## config.mk

```make
export PLATFORM = sky130hd
export DESIGN_NAME = integer_load_store_unit
export DESIGN_NICKNAME = d
export VERILOG_FILES = /design/src/lsu_pkg.sv /design/src/integer_load_store_unit.sv
export SDC_FILE = /design/constraint.sdc
export NUM_CORES = 1
export LEC_CHECK = 0
export ABC_CLOCK_PERIOD_IN_PS = 5500
export BUFFER_PORTS_ARGS = -buffer_cell sky130_fd_sc_hd__buf_2
export CAP_MARGIN = 20
export CORE_UTILIZATION = 25
export CTS_CLUSTER_SIZE = 40
export DETAILED_ROUTE_END_ITERATION = 7
export PLACE_DENSITY_LB_ADDON = 0.15
export REMOVE_ABC_BUFFERS = 1
export SYNTH_ARGS = -nofsm -noshare
export SYNTH_HDL_FRONTEND = slang
export SYNTH_SLANG_ARGS = --single-unit
```

## constraint.sdc

```tcl
create_clock -name CLK -period 5.5 [get_ports CLK]
set_input_delay 0.275 -clock CLK [delete_from_list [all_inputs] [get_ports CLK]]
set_output_delay 0.275 -clock CLK [all_outputs]
set_load 0.1 [all_outputs]
```

## src/lsu_pkg.sv

```systemverilog
// Package for the integer load/store unit: bus layout, op encodings, constants.
// Assumes a 32-bit core with a 64-bit single-beat system bus.
package lsu_pkg;

  localparam int ADDR_W = 32;
  localparam int DATA_W = 32;
  localparam int GPR_W  = 5;

  // Register map, byte offsets on the Wishbone bus
  localparam logic [7:0] CFG_OFS    = 8'h00;
  localparam logic [7:0] STATUS_OFS = 8'h04;
  localparam logic [7:0] RESV_OFS   = 8'h08;
  localparam logic [7:0] GCNT_OFS   = 8'h0c;

  localparam int CFG_GATHER_BIT = 0;
  localparam int CFG_LE_BIT     = 1;
  localparam logic [1:0] CFG_RESET = 2'h0;

  // Reservation granule is 32 bytes
  localparam int RESV_LSB = 5;

  // Access sizes
  localparam logic [1:0] SZ_BYTE = 2'h0;
  localparam logic [1:0] SZ_HALF = 2'h1;
  localparam logic [1:0] SZ_WORD = 2'h2;

  // Address generation modes
  typedef enum logic [1:0] {
    EA_REG_IMM = 2'h0,
    EA_REG_IDX = 2'h1,
    EA_REG     = 2'h2
  } ea_mode_e;

  // Op kinds
  typedef enum logic [2:0] {
    OP_LOAD   = 3'h0,
    OP_STORE  = 3'h1,
    OP_LWARX  = 3'h2,
    OP_STWCX  = 3'h3,
    OP_ECOWX  = 3'h4,
    OP_BARRIER = 3'h5
  } op_kind_e;

  typedef struct packed {
    op_kind_e          kind;
    ea_mode_e          mode;
    logic [1:0]        size;
    logic              sign_ext;
    logic              update;
    logic              byte_rev;
    logic              record;
    logic [GPR_W-1:0]  target_gpr;
    logic [GPR_W-1:0]  base_gpr;
    logic [DATA_W-1:0] base_val;
    logic [DATA_W-1:0] index_val;
    logic [15:0]       disp;
    logic [DATA_W-1:0] store_val;
    logic              cacheable;
    logic              write_thru;
    logic              guarded;
    logic              table_search;
  } lsu_req_s;

  typedef struct packed {
    logic              we;
    logic [GPR_W-1:0]  gpr;
    logic [DATA_W-1:0] val;
  } gpr_wr_s;

  typedef struct packed {
    logic [ADDR_W-1:0] addr;
    logic [63:0]       data;
    logic [7:0]        be;
    logic              we;
    logic              coherent;
    logic              ifetch;
  } bus_req_s;

endpackage : lsu_pkg

```

## src/integer_load_store_unit.sv

```systemverilog
// Integer load/store unit: address generation, loads, stores, reservation,
// store gathering, fetch port. Assumes bus/cache acks arrive on CLK domain.
// Contract
// RULE1: Fetch reads memory, bypassing data cache
// RULE2: Fetch bus requests never signal coherence
// RULE3: EA from reg+imm, reg+index, or reg
// RULE4: Load writes byte/half/word into target
// RULE5: Zero-extend loads; algebraic half sign-extends
// RULE6: Valid update load writes EA to base
// RULE7: Software avoids invalid update-load forms
// RULE8: Sign-extending loads take no extra cycles
// RULE9: Byte-reversed accesses keep normal latency
// RULE10: Reservation covers aligned 32-byte block
// RULE11: Write-through attribute never faults reserve ops
// RULE12: Conditional store always goes to bus
// RULE13: Store writes source data at EA
// RULE14: Update store writes EA after data; gathered stores write no EA to the base
// RULE15: Software avoids invalid store forms
// RULE16: Gather only aligned word, nonguarded WT/CI
// RULE17: Two gathered words form one beat
// RULE18: Gather only with pending qualifying successor
// RULE19: Gather ascending or descending addresses
// RULE20: Gather only when enable bit set
// RULE21: Never gather excluded store kinds
// RULE22: Barrier prevents gathering across it
`timescale 1ns/1ns
`default_nettype none
module integer_load_store_unit
  import lsu_pkg::*;
(
  input  wire logic              CLK,
  input  wire logic              RESET,
  input  wire logic              CE,
  input  wire logic              REQ_VALID,
  output logic                   REQ_READY,
  input  wire lsu_req_s          REQ,
  output gpr_wr_s                GPR_WR0,
  output gpr_wr_s                GPR_WR1,
  output logic                   DSI,
  output logic                   CR0_EQ,
  output logic                   CR0_VALID,
  input  wire logic              FETCH_REQ,
  input  wire logic [ADDR_W-1:0] FETCH_ADDR,
  output logic [DATA_W-1:0]      FETCH_DATA,
  output logic                   FETCH_DONE,
  output logic                   BUS_VALID,
  output bus_req_s               BUS,
  input  wire logic              BUS_ACK,
  input  wire logic [63:0]       BUS_RDATA,
  input  wire logic              WB_CYC_I,
  input  wire logic              WB_STB_I,
  input  wire logic              WB_WE_I,
  input  wire logic [7:0]        WB_ADR_I,
  input  wire logic [3:0]        WB_SEL_I,
  input  wire logic [31:0]       WB_DAT_I,
  output logic [31:0]            WB_DAT_O,
  output logic                   WB_ACK_O
);

  typedef enum logic [1:0] {
    ST_IDLE  = 2'b00,
    ST_BUS   = 2'b01,
    ST_WAIT2 = 2'b11
  } st_e;

  st_e               state_q;
  lsu_req_s          cur_q;
  logic [ADDR_W-1:0] ea_q;
  logic              fetch_q;
  logic [1:0]        cfg_q;
  logic              resv_valid_q;
  logic [ADDR_W-RESV_LSB-1:0] resv_blk_q;
  logic [15:0]       gather_cnt_q;
  logic              gathered_q;
  logic              stwcx_ok_q;

  // Address generation
  logic [ADDR_W-1:0] ea;
  always_comb begin
    case (REQ.mode)
      EA_REG_IMM: ea = REQ.base_val + {{16{REQ.disp[15]}}, REQ.disp}; // [RULE3]
      EA_REG_IDX: ea = REQ.base_val + REQ.index_val; // [RULE3]
      default:    ea = REQ.base_val; // [RULE3]
    endcase
  end

  // Gather qualification for one store
  function automatic logic qualifies(input lsu_req_s r, input logic [ADDR_W-1:0] a);
    qualifies = (r.kind == OP_STORE) && (r.size == SZ_WORD) && (a[1:0] == 2'h0) // [RULE16]
                && !r.guarded && (r.write_thru || !r.cacheable) // [RULE16]
                && !(r.cacheable && !r.write_thru) && !r.byte_rev && !r.table_search; // [RULE21]
  endfunction : qualifies

  // Pending slot: a qualifying store waits one cycle for a partner
  logic              pend_q;
  lsu_req_s          pend_r_q;
  logic [ADDR_W-1:0] pend_ea_q;

  wire accept = CE && REQ_VALID && REQ_READY;
  wire gather_en = cfg_q[CFG_GATHER_BIT];
  wire req_qual = qualifies(REQ, ea);
  wire pair_hit = pend_q && req_qual && gather_en && (REQ.kind != OP_BARRIER)
                  && (pend_ea_q[ADDR_W-1:3] == ea[ADDR_W-1:3])
                  && (pend_ea_q[2] != ea[2]); // [RULE19]

  // Held store without a partner goes out first; a new request must wait, not be lost
  assign REQ_READY = (state_q == ST_IDLE) && !fetch_q && !(pend_q && !pair_hit); // [RULE18]

  // Load data extraction
  function automatic logic [DATA_W-1:0] extract(input logic [63:0] d, input logic [ADDR_W-1:0] a,
                                                input logic [1:0] sz, input logic sx);
    logic [31:0] w;
    logic [15:0] h;
    logic [7:0]  b;
    w = a[2] ? d[31:0] : d[63:32];
    h = a[1] ? w[15:0] : w[31:16];
    b = a[0] ? h[7:0] : h[15:8];
    case (sz)
      SZ_BYTE: extract = {24'h000000, b}; // [RULE5]
      SZ_HALF: extract = sx ? {{16{h[15]}}, h} : {16'h0000, h}; // [RULE5]
      default: extract = w; // [RULE4]
    endcase
  endfunction : extract

  function automatic logic [7:0] lanes(input logic [ADDR_W-1:0] a, input logic [1:0] sz);
    case (sz)
      SZ_BYTE: lanes = 8'h80 >> a[2:0];
      SZ_HALF: lanes = 8'hc0 >> {a[2:1], 1'b0};
      default: lanes = 8'hf0 >> {a[2], 2'h0};
    endcase
  endfunction : lanes

  function automatic logic [63:0] place(input logic [DATA_W-1:0] v, input logic [ADDR_W-1:0] a,
                                        input logic [1:0] sz);
    logic [63:0] rep;
    case (sz)
      SZ_BYTE: rep = {8{v[7:0]}};
      SZ_HALF: rep = {4{v[15:0]}};
      default: rep = {2{v}};
    endcase
    place = rep; // [RULE13]
  endfunction : place

  wire [DATA_W-1:0] sdata = REQ.byte_rev ? {REQ.store_val[7:0], REQ.store_val[15:8],
                            REQ.store_val[23:16], REQ.store_val[31:24]} >> (REQ.size == SZ_HALF ? 16 : 0)
                            : REQ.store_val; // [RULE9]

  // Main sequencer and bus request
  always_ff @(posedge CLK) begin
    if (RESET) begin
      state_q   <= ST_IDLE;
      BUS_VALID <= 1'b0;
      BUS       <= '0;
      cur_q     <= '0;
      ea_q      <= '0;
      pend_q    <= 1'b0;
      pend_r_q  <= '0;
      pend_ea_q <= '0;
      gathered_q <= 1'b0;
    end else if (CE) begin
      case (state_q)
        ST_IDLE: begin
          gathered_q <= 1'b0;
          if (accept && pair_hit) begin
            // Merge into one double word, address order irrelevant
            BUS_VALID     <= 1'b1;
            BUS.addr      <= {ea[ADDR_W-1:3], 3'h0};
            BUS.data      <= ea[2] ? {pend_r_q.store_val, REQ.store_val}
                                   : {REQ.store_val, pend_r_q.store_val}; // [RULE17]
            BUS.be        <= 8'hff; // [RULE17]
            BUS.we        <= 1'b1;
            BUS.coherent  <= 1'b0;
            BUS.ifetch    <= 1'b0;
            cur_q         <= REQ;
            ea_q          <= ea;
            pend_q        <= 1'b0;
            gathered_q    <= 1'b1;
            state_q       <= ST_BUS;
          end else if (pend_q) begin
            // No partner this cycle: issue the held store alone
            BUS_VALID    <= 1'b1;
            BUS.addr     <= pend_ea_q;
            BUS.data     <= place(pend_r_q.store_val, pend_ea_q, SZ_WORD);
            BUS.be       <= lanes(pend_ea_q, SZ_WORD);
            BUS.we       <= 1'b1;
            BUS.coherent <= 1'b0;
            BUS.ifetch   <= 1'b0;
            cur_q        <= pend_r_q;
            ea_q         <= pend_ea_q;
            pend_q       <= 1'b0; // [RULE18]
            state_q      <= ST_BUS;
          end else if (accept && REQ.kind == OP_BARRIER) begin
            state_q <= ST_IDLE; // [RULE22]
          end else if (accept && req_qual && gather_en) begin
            pend_q    <= 1'b1;
            pend_r_q  <= REQ;
            pend_ea_q <= ea;
          end else if (accept) begin
            BUS_VALID    <= 1'b1;
            BUS.addr     <= ea;
            BUS.data     <= place(sdata, ea, REQ.size);
            BUS.be       <= lanes(ea, REQ.size);
            BUS.we       <= (REQ.kind != OP_LOAD) && (REQ.kind != OP_LWARX); // [RULE12]
            BUS.coherent <= REQ.cacheable;
            BUS.ifetch   <= 1'b0;
            cur_q        <= REQ;
            ea_q         <= ea;
            state_q      <= ST_BUS;
          end else if (fetch_q) begin
            BUS_VALID    <= 1'b1;
            BUS.addr     <= FETCH_ADDR;
            BUS.we       <= 1'b0;
            BUS.be       <= 8'hff;
            BUS.coherent <= 1'b0; // [RULE2]
            BUS.ifetch   <= 1'b1; // [RULE1]
            state_q      <= ST_BUS;
          end
        end
        ST_BUS: begin
          if (BUS_ACK) begin
            BUS_VALID <= 1'b0;
            state_q   <= ST_IDLE;
          end
        end
        default: state_q <= ST_IDLE;
      endcase
    end
  end

  // Fetch latch; served directly from memory, never from data cache
  always_ff @(posedge CLK) begin
    if (RESET) begin
      fetch_q    <= 1'b0;
      FETCH_DATA <= '0;
      FETCH_DONE <= 1'b0;
    end else if (CE) begin
      FETCH_DONE <= 1'b0;
      if (FETCH_REQ && !fetch_q)
        fetch_q <= 1'b1;
      if (state_q == ST_BUS && BUS_ACK && BUS.ifetch) begin
        FETCH_DATA <= BUS.addr[2] ? BUS_RDATA[31:0] : BUS_RDATA[63:32]; // [RULE1]
        FETCH_DONE <= 1'b1;
        fetch_q    <= 1'b0;
      end
    end
  end

  wire done = CE && (state_q == ST_BUS) && BUS_ACK && !BUS.ifetch;
  wire resv_hit = resv_valid_q && (resv_blk_q == ea_q[ADDR_W-1:RESV_LSB]);

  // Register write-back, same cycle count for all load kinds
  always_ff @(posedge CLK) begin
    if (RESET) begin
      GPR_WR0   <= '0;
      GPR_WR1   <= '0;
      CR0_EQ    <= 1'b0;
      CR0_VALID <= 1'b0;
      DSI       <= 1'b0;
    end else if (CE) begin
      GPR_WR0   <= '0;
      GPR_WR1   <= '0;
      CR0_VALID <= 1'b0;
      DSI       <= 1'b0;
      if (done) begin
        if (cur_q.kind == OP_LOAD || cur_q.kind == OP_LWARX) begin
          GPR_WR0.we  <= 1'b1;
          GPR_WR0.gpr <= cur_q.target_gpr;
          GPR_WR0.val <= extract(BUS_RDATA, ea_q, cur_q.size, cur_q.sign_ext); // [RULE4] [RULE8]
          if (cur_q.update && cur_q.base_gpr != '0 && cur_q.base_gpr != cur_q.target_gpr) begin
            GPR_WR1.we  <= 1'b1; // [RULE6]
            GPR_WR1.gpr <= cur_q.base_gpr;
            GPR_WR1.val <= ea_q;
          end
        end else if (cur_q.update && cur_q.base_gpr != '0 && !gathered_q) begin
          // Store data already left with the request; EA lands afterwards
          GPR_WR1.we  <= 1'b1; // [RULE14]
          GPR_WR1.gpr <= cur_q.base_gpr;
          GPR_WR1.val <= ea_q;
        end
        if (cur_q.kind == OP_STWCX) begin
          CR0_VALID <= 1'b1;
          CR0_EQ    <= stwcx_ok_q;
        end
        // Write-through alone never faults a reserve op
        DSI <= 1'b0; // [RULE11]
      end
    end
  end

  // Reservation tracking
  always_ff @(posedge CLK) begin
    if (RESET) begin
      resv_valid_q <= 1'b0;
      resv_blk_q   <= '0;
      stwcx_ok_q   <= 1'b0;
    end else if (CE) begin
      if (accept && REQ.kind == OP_STWCX)
        stwcx_ok_q <= resv_valid_q && (resv_blk_q == ea[ADDR_W-1:RESV_LSB]); // [RULE10]
      if (done && cur_q.kind == OP_LWARX) begin
        resv_valid_q <= 1'b1;
        resv_blk_q   <= ea_q[ADDR_W-1:RESV_LSB]; // [RULE10]
      end else if (done && cur_q.kind == OP_STWCX) begin
        resv_valid_q <= 1'b0;
      end else if (done && BUS.we && resv_hit) begin
        resv_valid_q <= 1'b0;
      end
    end
  end

  // Wishbone slave: one-cycle ack
  always_ff @(posedge CLK) begin
    if (RESET) begin
      cfg_q        <= CFG_RESET;
      WB_ACK_O     <= 1'b0;
      WB_DAT_O     <= '0;
      gather_cnt_q <= '0;
    end else if (CE) begin
      WB_ACK_O <= WB_CYC_I && WB_STB_I && !WB_ACK_O;
      if (done && gathered_q)
        gather_cnt_q <= gather_cnt_q + 16'h0001;
      if (WB_CYC_I && WB_STB_I && !WB_ACK_O) begin
        if (WB_WE_I && WB_ADR_I == CFG_OFS && WB_SEL_I[0])
          cfg_q <= WB_DAT_I[1:0]; // [RULE20]
        case (WB_ADR_I)
          CFG_OFS:    WB_DAT_O <= {30'h0, cfg_q};
          STATUS_OFS: WB_DAT_O <= {28'h0, pend_q, fetch_q, state_q};
          RESV_OFS:   WB_DAT_O <= {resv_blk_q, 4'h0, resv_valid_q};
          GCNT_OFS:   WB_DAT_O <= {16'h0, gather_cnt_q};
          default:    WB_DAT_O <= 32'h0;
        endcase
      end
    end
  end

  AST_FETCH_NONCOH: assert property (@(posedge CLK) disable iff (RESET)
    BUS_VALID && BUS.ifetch |-> !BUS.coherent) else $error("fetch coherent"); // [RULE2]
  AST_GATHER_BEAT: assert property (@(posedge CLK) disable iff (RESET)
    CE && state_q == ST_IDLE && accept && pair_hit |=> BUS_VALID && BUS.be == 8'hff) else $error("gather beat"); // [RULE17]
  AST_GATHER_EN: assert property (@(posedge CLK) disable iff (RESET)
    CE && !gather_en && accept |=> !(BUS_VALID && BUS.we && BUS.be == 8'hff)) else $error("gather disabled"); // [RULE20]
  AST_PEND_ALONE: assert property (@(posedge CLK) disable iff (RESET)
    CE && state_q == ST_IDLE && pend_q && !(accept && pair_hit) |=> BUS_VALID && !gathered_q) else $error("pend"); // [RULE18]
  AST_NO_BARRIER: assert property (@(posedge CLK) disable iff (RESET)
    CE && accept && REQ.kind == OP_BARRIER |=> !pend_q && !gathered_q) else $error("barrier gather"); // [RULE22]
  AST_EXCLUDE: assert property (@(posedge CLK) disable iff (RESET)
    pair_hit |-> !REQ.guarded && !REQ.byte_rev && REQ.kind == OP_STORE) else $error("excluded"); // [RULE21]
  AST_STWCX_BUS: assert property (@(posedge CLK) disable iff (RESET)
    CE && accept && REQ.kind == OP_STWCX |=> BUS_VALID && BUS.we) else $error("stwcx bus"); // [RULE12]
  AST_UPD_LOAD: assert property (@(posedge CLK) disable iff (RESET)
    done && cur_q.kind == OP_LOAD && cur_q.update && cur_q.base_gpr != '0
    && cur_q.base_gpr != cur_q.target_gpr |=> GPR_WR1.we && GPR_WR1.val == $past(ea_q)) else $error("upd"); // [RULE6]
  AST_NO_DSI: assert property (@(posedge CLK) disable iff (RESET) !DSI) else $error("dsi"); // [RULE11]

  COV_GATHER: cover property (@(posedge CLK) disable iff (RESET) accept && pair_hit);
  COV_FETCH:  cover property (@(posedge CLK) disable iff (RESET) FETCH_DONE);
  COV_STWCX:  cover property (@(posedge CLK) disable iff (RESET) CR0_VALID);

endmodule : integer_load_store_unit
`default_nettype wire

```

==> impl_results.md <==
* Initial Utilization at 0.254
* Final HPWL from detailed placement at 81,400 um
* Seq/Total Area, Yosys at 0.351
* Final period utilization at 0.967
* Vias per inst at 4.97
* Max Slew Vio Count at 0
* Post-synth EDFFs at 0
* Fin nets at 4,273
* Clk root buf: clkbuf_16
* Status: complete, no violations
* Final-report setup violation count at 0
* Worst min-delay path category: in -> reg
* Initial antenna violation count at 11
* Syn Area/Cell at 7.51 um2
* Max-Cap Viols at 0
* Area Growth Syn to Fin at 34.8%
* CORE AREA at 0.0973 mm2
* Power per cell area at 287 mW/mm2
* Setup_tns at 0 ns
* GP Congestion at 0.900
* Setup CP Type: in -> out
* Clock Skew at 0.0202 ns
* Worst setup startpoint: REQ[132]
* Cell breakdown of the critical path: clkbuf_4 -> nor2b_4 -> buf_4 -> nor2b_1 -> buf_4 -> a21o_1 -> ha_1 -> buf_4 -> a21oi_1 -> a21boi_1 -> o21a_1 -> o211a_2 -> nor4_1 -> a2111oi_4 -> o2111ai_1 -> or4_4 -> buf_4 -> buf_12 -> o21ai_2 -> buf_6 -> nor3b_4 -> buf_6 -> buf_12
* I/O pins at 540
* 1st-iter DRT viols at 1,824
* Syn Inst Count at 3,284
* Flop2flop setup slack at 1.46 ns
* Total track usage at 0.218
* Inst Count DP at 5,028
* Post-synth top flop: dfxtp_1
* Grt peak-use layer: met2
* #FFs+latches synth at 433
* Number of global-route vias before repair at 25,264
* R2r endpoint: BUS[73]
* DR DRC count at 0
* Row count at 114
* Type of origin of the critical path: primary input
* Worst r2r src: pend_ea_q[31]
* Drt total wl at 113,000 um
* Layout cells sized above 1 at 0.238
* Largest net degree at the start of global routing at 106
* DIE WIDTH at 316 um
* Overall Power at 9.55 mW
* Most common cell type on the critical path: buf_4
* Crit path max-delay cell type: or4_4
* DRT antenna net count at 0
* Max clock buf depth at 3
* H-tree levels at 2
* First-pass GRT wire length at 165,000 um
* DIE AREA at 0.100 mm2
* CP Capture Type: output pin
* WP data arrival at 5.04 ns
* Drt wl/cell at 21.4 um
* Critical path depth at 23
* Clk pin slew, worst setup/hold paths at 0.05 ns
* Post-Syn Area at 0.0247 mm2
* Die Y at 316 um
* Critical path's top delay family: compound AO/OA/AOI/OAI gates
* Input/output buffers at 504
* M2 GR Usage at 0.347
* M1 GR Usage at 0.298
* Worst Path Max Fanout at 8
* Clock sink count at 433
* CTS tree: done
* DR pass1 iterations at 5
* Worst Max-Slew Pin Slew at 0.965 ns
* Skew-Pair Late Insertion Delay at 0.65 ns
* CP required at 5.22 ns
* CP peak stage delay at 0.55 ns
* Synth cell types at 94
* Worst setup path end: REQ_READY
* Peak supply drop at 188 uV
* Met3 Use GR at 0.0416
* Final Hold Viols at 0
* Clock buffer count from CTS at 55
* Max Clk Rate at 188 MHz
* Buf+Inv Stages, Crit Path at 9
* Share of async-settable or async-resettable flops after synthesis at 0
* Vias at 26,222
* Slew Limit Headroom at 0.340
* Post-Layout Cell Count at 5,272
* Total gr overflow at 0
* Leak Pwr at 13.4 nW
* Path depth of the worst reg2reg path at 14
* Min Tclk post-route at 5.32 ns
* Warnings from Yosys at 0
## cell type report
class | count | area [um2]
inverters | 39 | 146
multi-input cells | 2547 | 15100
repair buffers | 875 | 5850
flip-flops and latches | 433 | 8670
clock buffers | 83 | 1630
diodes | 3 | 7.51
fillers | 10461 | 64000
well taps | 1276 | 1600
clock inverters | 16 | 210
## report_power, final
part           internal (mW)  switching (mW)  leakage (nW)
Clock                   2.22            1.55         0.899
Combinational          0.845            1.62          9.00
Sequential              3.23          0.0950          3.51
Total                   6.29            3.26          13.4
## worst min-delay path by stage
stage	end	slack, ns	cells past startpoint	from
after floorplan	BUS[106]	0.34	1	RESET
after global placement	BUS[100]	0.43	2	BUS[100]
after detailed placement	BUS[100]	0.43	2	BUS[100]
after CTS	GPR_WR0[19]	0.0003	5	BUS_RDATA[19]
after global routing	cfg_q[0]	0.05	4	WB_WE_I
final	BUS[100]	0.05	5	FETCH_ADDR[25]
## logic make-up after synthesis
kind of cell,share of synthesized area
and+or+nand+nor,0.248
DFF,0.351
buffers and inverters,0.0494
xor gates and xnor gates,0.0431
muxes,0.0644
other,0.000152
adders and majority gates,0.0186
AOI/OAI and AO/OA,0.225
## timing repair
item | CTS | global route
hold buffers | 133 | 0
resized for setup | 19 | 35
endpoints found under the setup margin | 1 | 1
pin swaps | 9 | 9
setup buffers | 4 | 4
endpoints found under the hold margin | 125 | 0
## synth_stat cells, drive strengths merged, types with 8 or more instances
cell / count / share of area
nand2: 630 / 0.096
dfxtp: 433 / 0.35
nor2: 417 / 0.064
a21oi: 287 / 0.059
clkbuf: 207 / 0.031
o21ai: 121 / 0.025
mux2i: 118 / 0.048
a211oi: 100 / 0.031
a22oi: 87 / 0.026
xnor2: 83 / 0.029
nor3: 76 / 0.015
buf: 58 / 0.012
o211ai: 47 / 0.015
nand3: 44 / 0.0093
nand4: 44 / 0.011
inv: 39 / 0.0059
xor2: 36 / 0.013
ha: 35 / 0.018
mux2: 34 / 0.016
nor4: 33 / 0.0090
and3: 29 / 0.0076
o221ai: 24 / 0.0088
a21o: 22 / 0.0067
a31oi: 21 / 0.0053
nand3b: 21 / 0.0064
o31ai: 21 / 0.0075
a311oi: 18 / 0.0077
and2: 18 / 0.0046
nand2b: 18 / 0.0046
nor2b: 12 / 0.0030
or3: 12 / 0.0030
nor3b: 11 / 0.0033
nand4b: 9 / 0.0032
o21a: 9 / 0.0027
o22ai: 9 / 0.0023
a2111oi: 8 / 0.0044
a21boi: 8 / 0.0024
o311ai: 8 / 0.0028
## layer usage
layer  up-vias  part of all wire
li1      12947                 -
met1     12399              0.47
met2       710              0.45
met3       158             0.056
met4         8             0.026
met5         -           0.00043
## worst register-to-register path: stages (launching register included)
cell       delay (ns)
dfxtp_1          0.38
xnor2_1          0.33
nand3_1          0.11
o31ai_1          0.27
buf_4            0.17
nand3_1          0.09
a2111o_1         0.41
nor4_1           0.27
nand4_1          0.18
a2111oi_0        0.42
nand4_1          0.25
nor4_4           0.35
buf_12           0.24
a211oi_1         0.15
o31ai_1          0.30
## sequential cells by signal, indices dropped and copies added (netlist names), 2 cells and up
name / flops
FETCH_DATA: 32
GPR_WR0: 38
ea_q: 32
BUS: 107
cfg_q: 2
pend_ea_q: 32
GPR_WR1: 38
WB_DAT_O: 32
cur_q: 17
pend_r_q: 49
resv_blk_q: 27
gather_cnt_q: 16
## stage by stage
stage | area (um2) | hold WS (ns) | setup slack [ns] | utilization
3_3_place_gp | 29700 | 0.429 | -0.0600 | 0.306
3_5_place_dp | 29700 | 0.431 | -0.0935 | 0.306
2_1_floorplan | 23600 | 0.343 | -3.83 | -
4_1_cts | 33000 | 0.000344 | 0.0401 | 0.340
5_1_grt | 33300 | 0.0456 | -0.0346 | 0.342
6_report | 33300 | 0.0524 | 0.184 | 0.342
## placed cells by master, fill, tap and decap left out, types with 20 or more instances in the layout
cell type / netlist / routed
a211oi_1: 97 / 96
a21o_1: 22 / 22
a21oi_1: 285 / 281
a22oi_1: 87 / 87
a31oi_1: 21 / 20
and3_1: 28 / 28
buf_2: 32 / 500
buf_4: 4 / 223
clkbuf_16: 0 / 55
dfxtp_1: 433 / 430
dlygate4sd3_1: 0 / 133
ha_1: 35 / 32
inv_1: 38 / 37
mux2_2: 33 / 33
mux2i_1: 118 / 115
nand2_1: 630 / 630
nand3_1: 42 / 42
nand3b_1: 21 / 21
nand4_1: 44 / 44
nor2_1: 416 / 414
nor3_1: 76 / 73
nor4_1: 32 / 31
o211ai_1: 45 / 45
o21ai_0: 113 / 109
o221ai_1: 23 / 23
xnor2_1: 83 / 80
xor2_1: 36 / 36
Power figures use the tool's default switching activity.
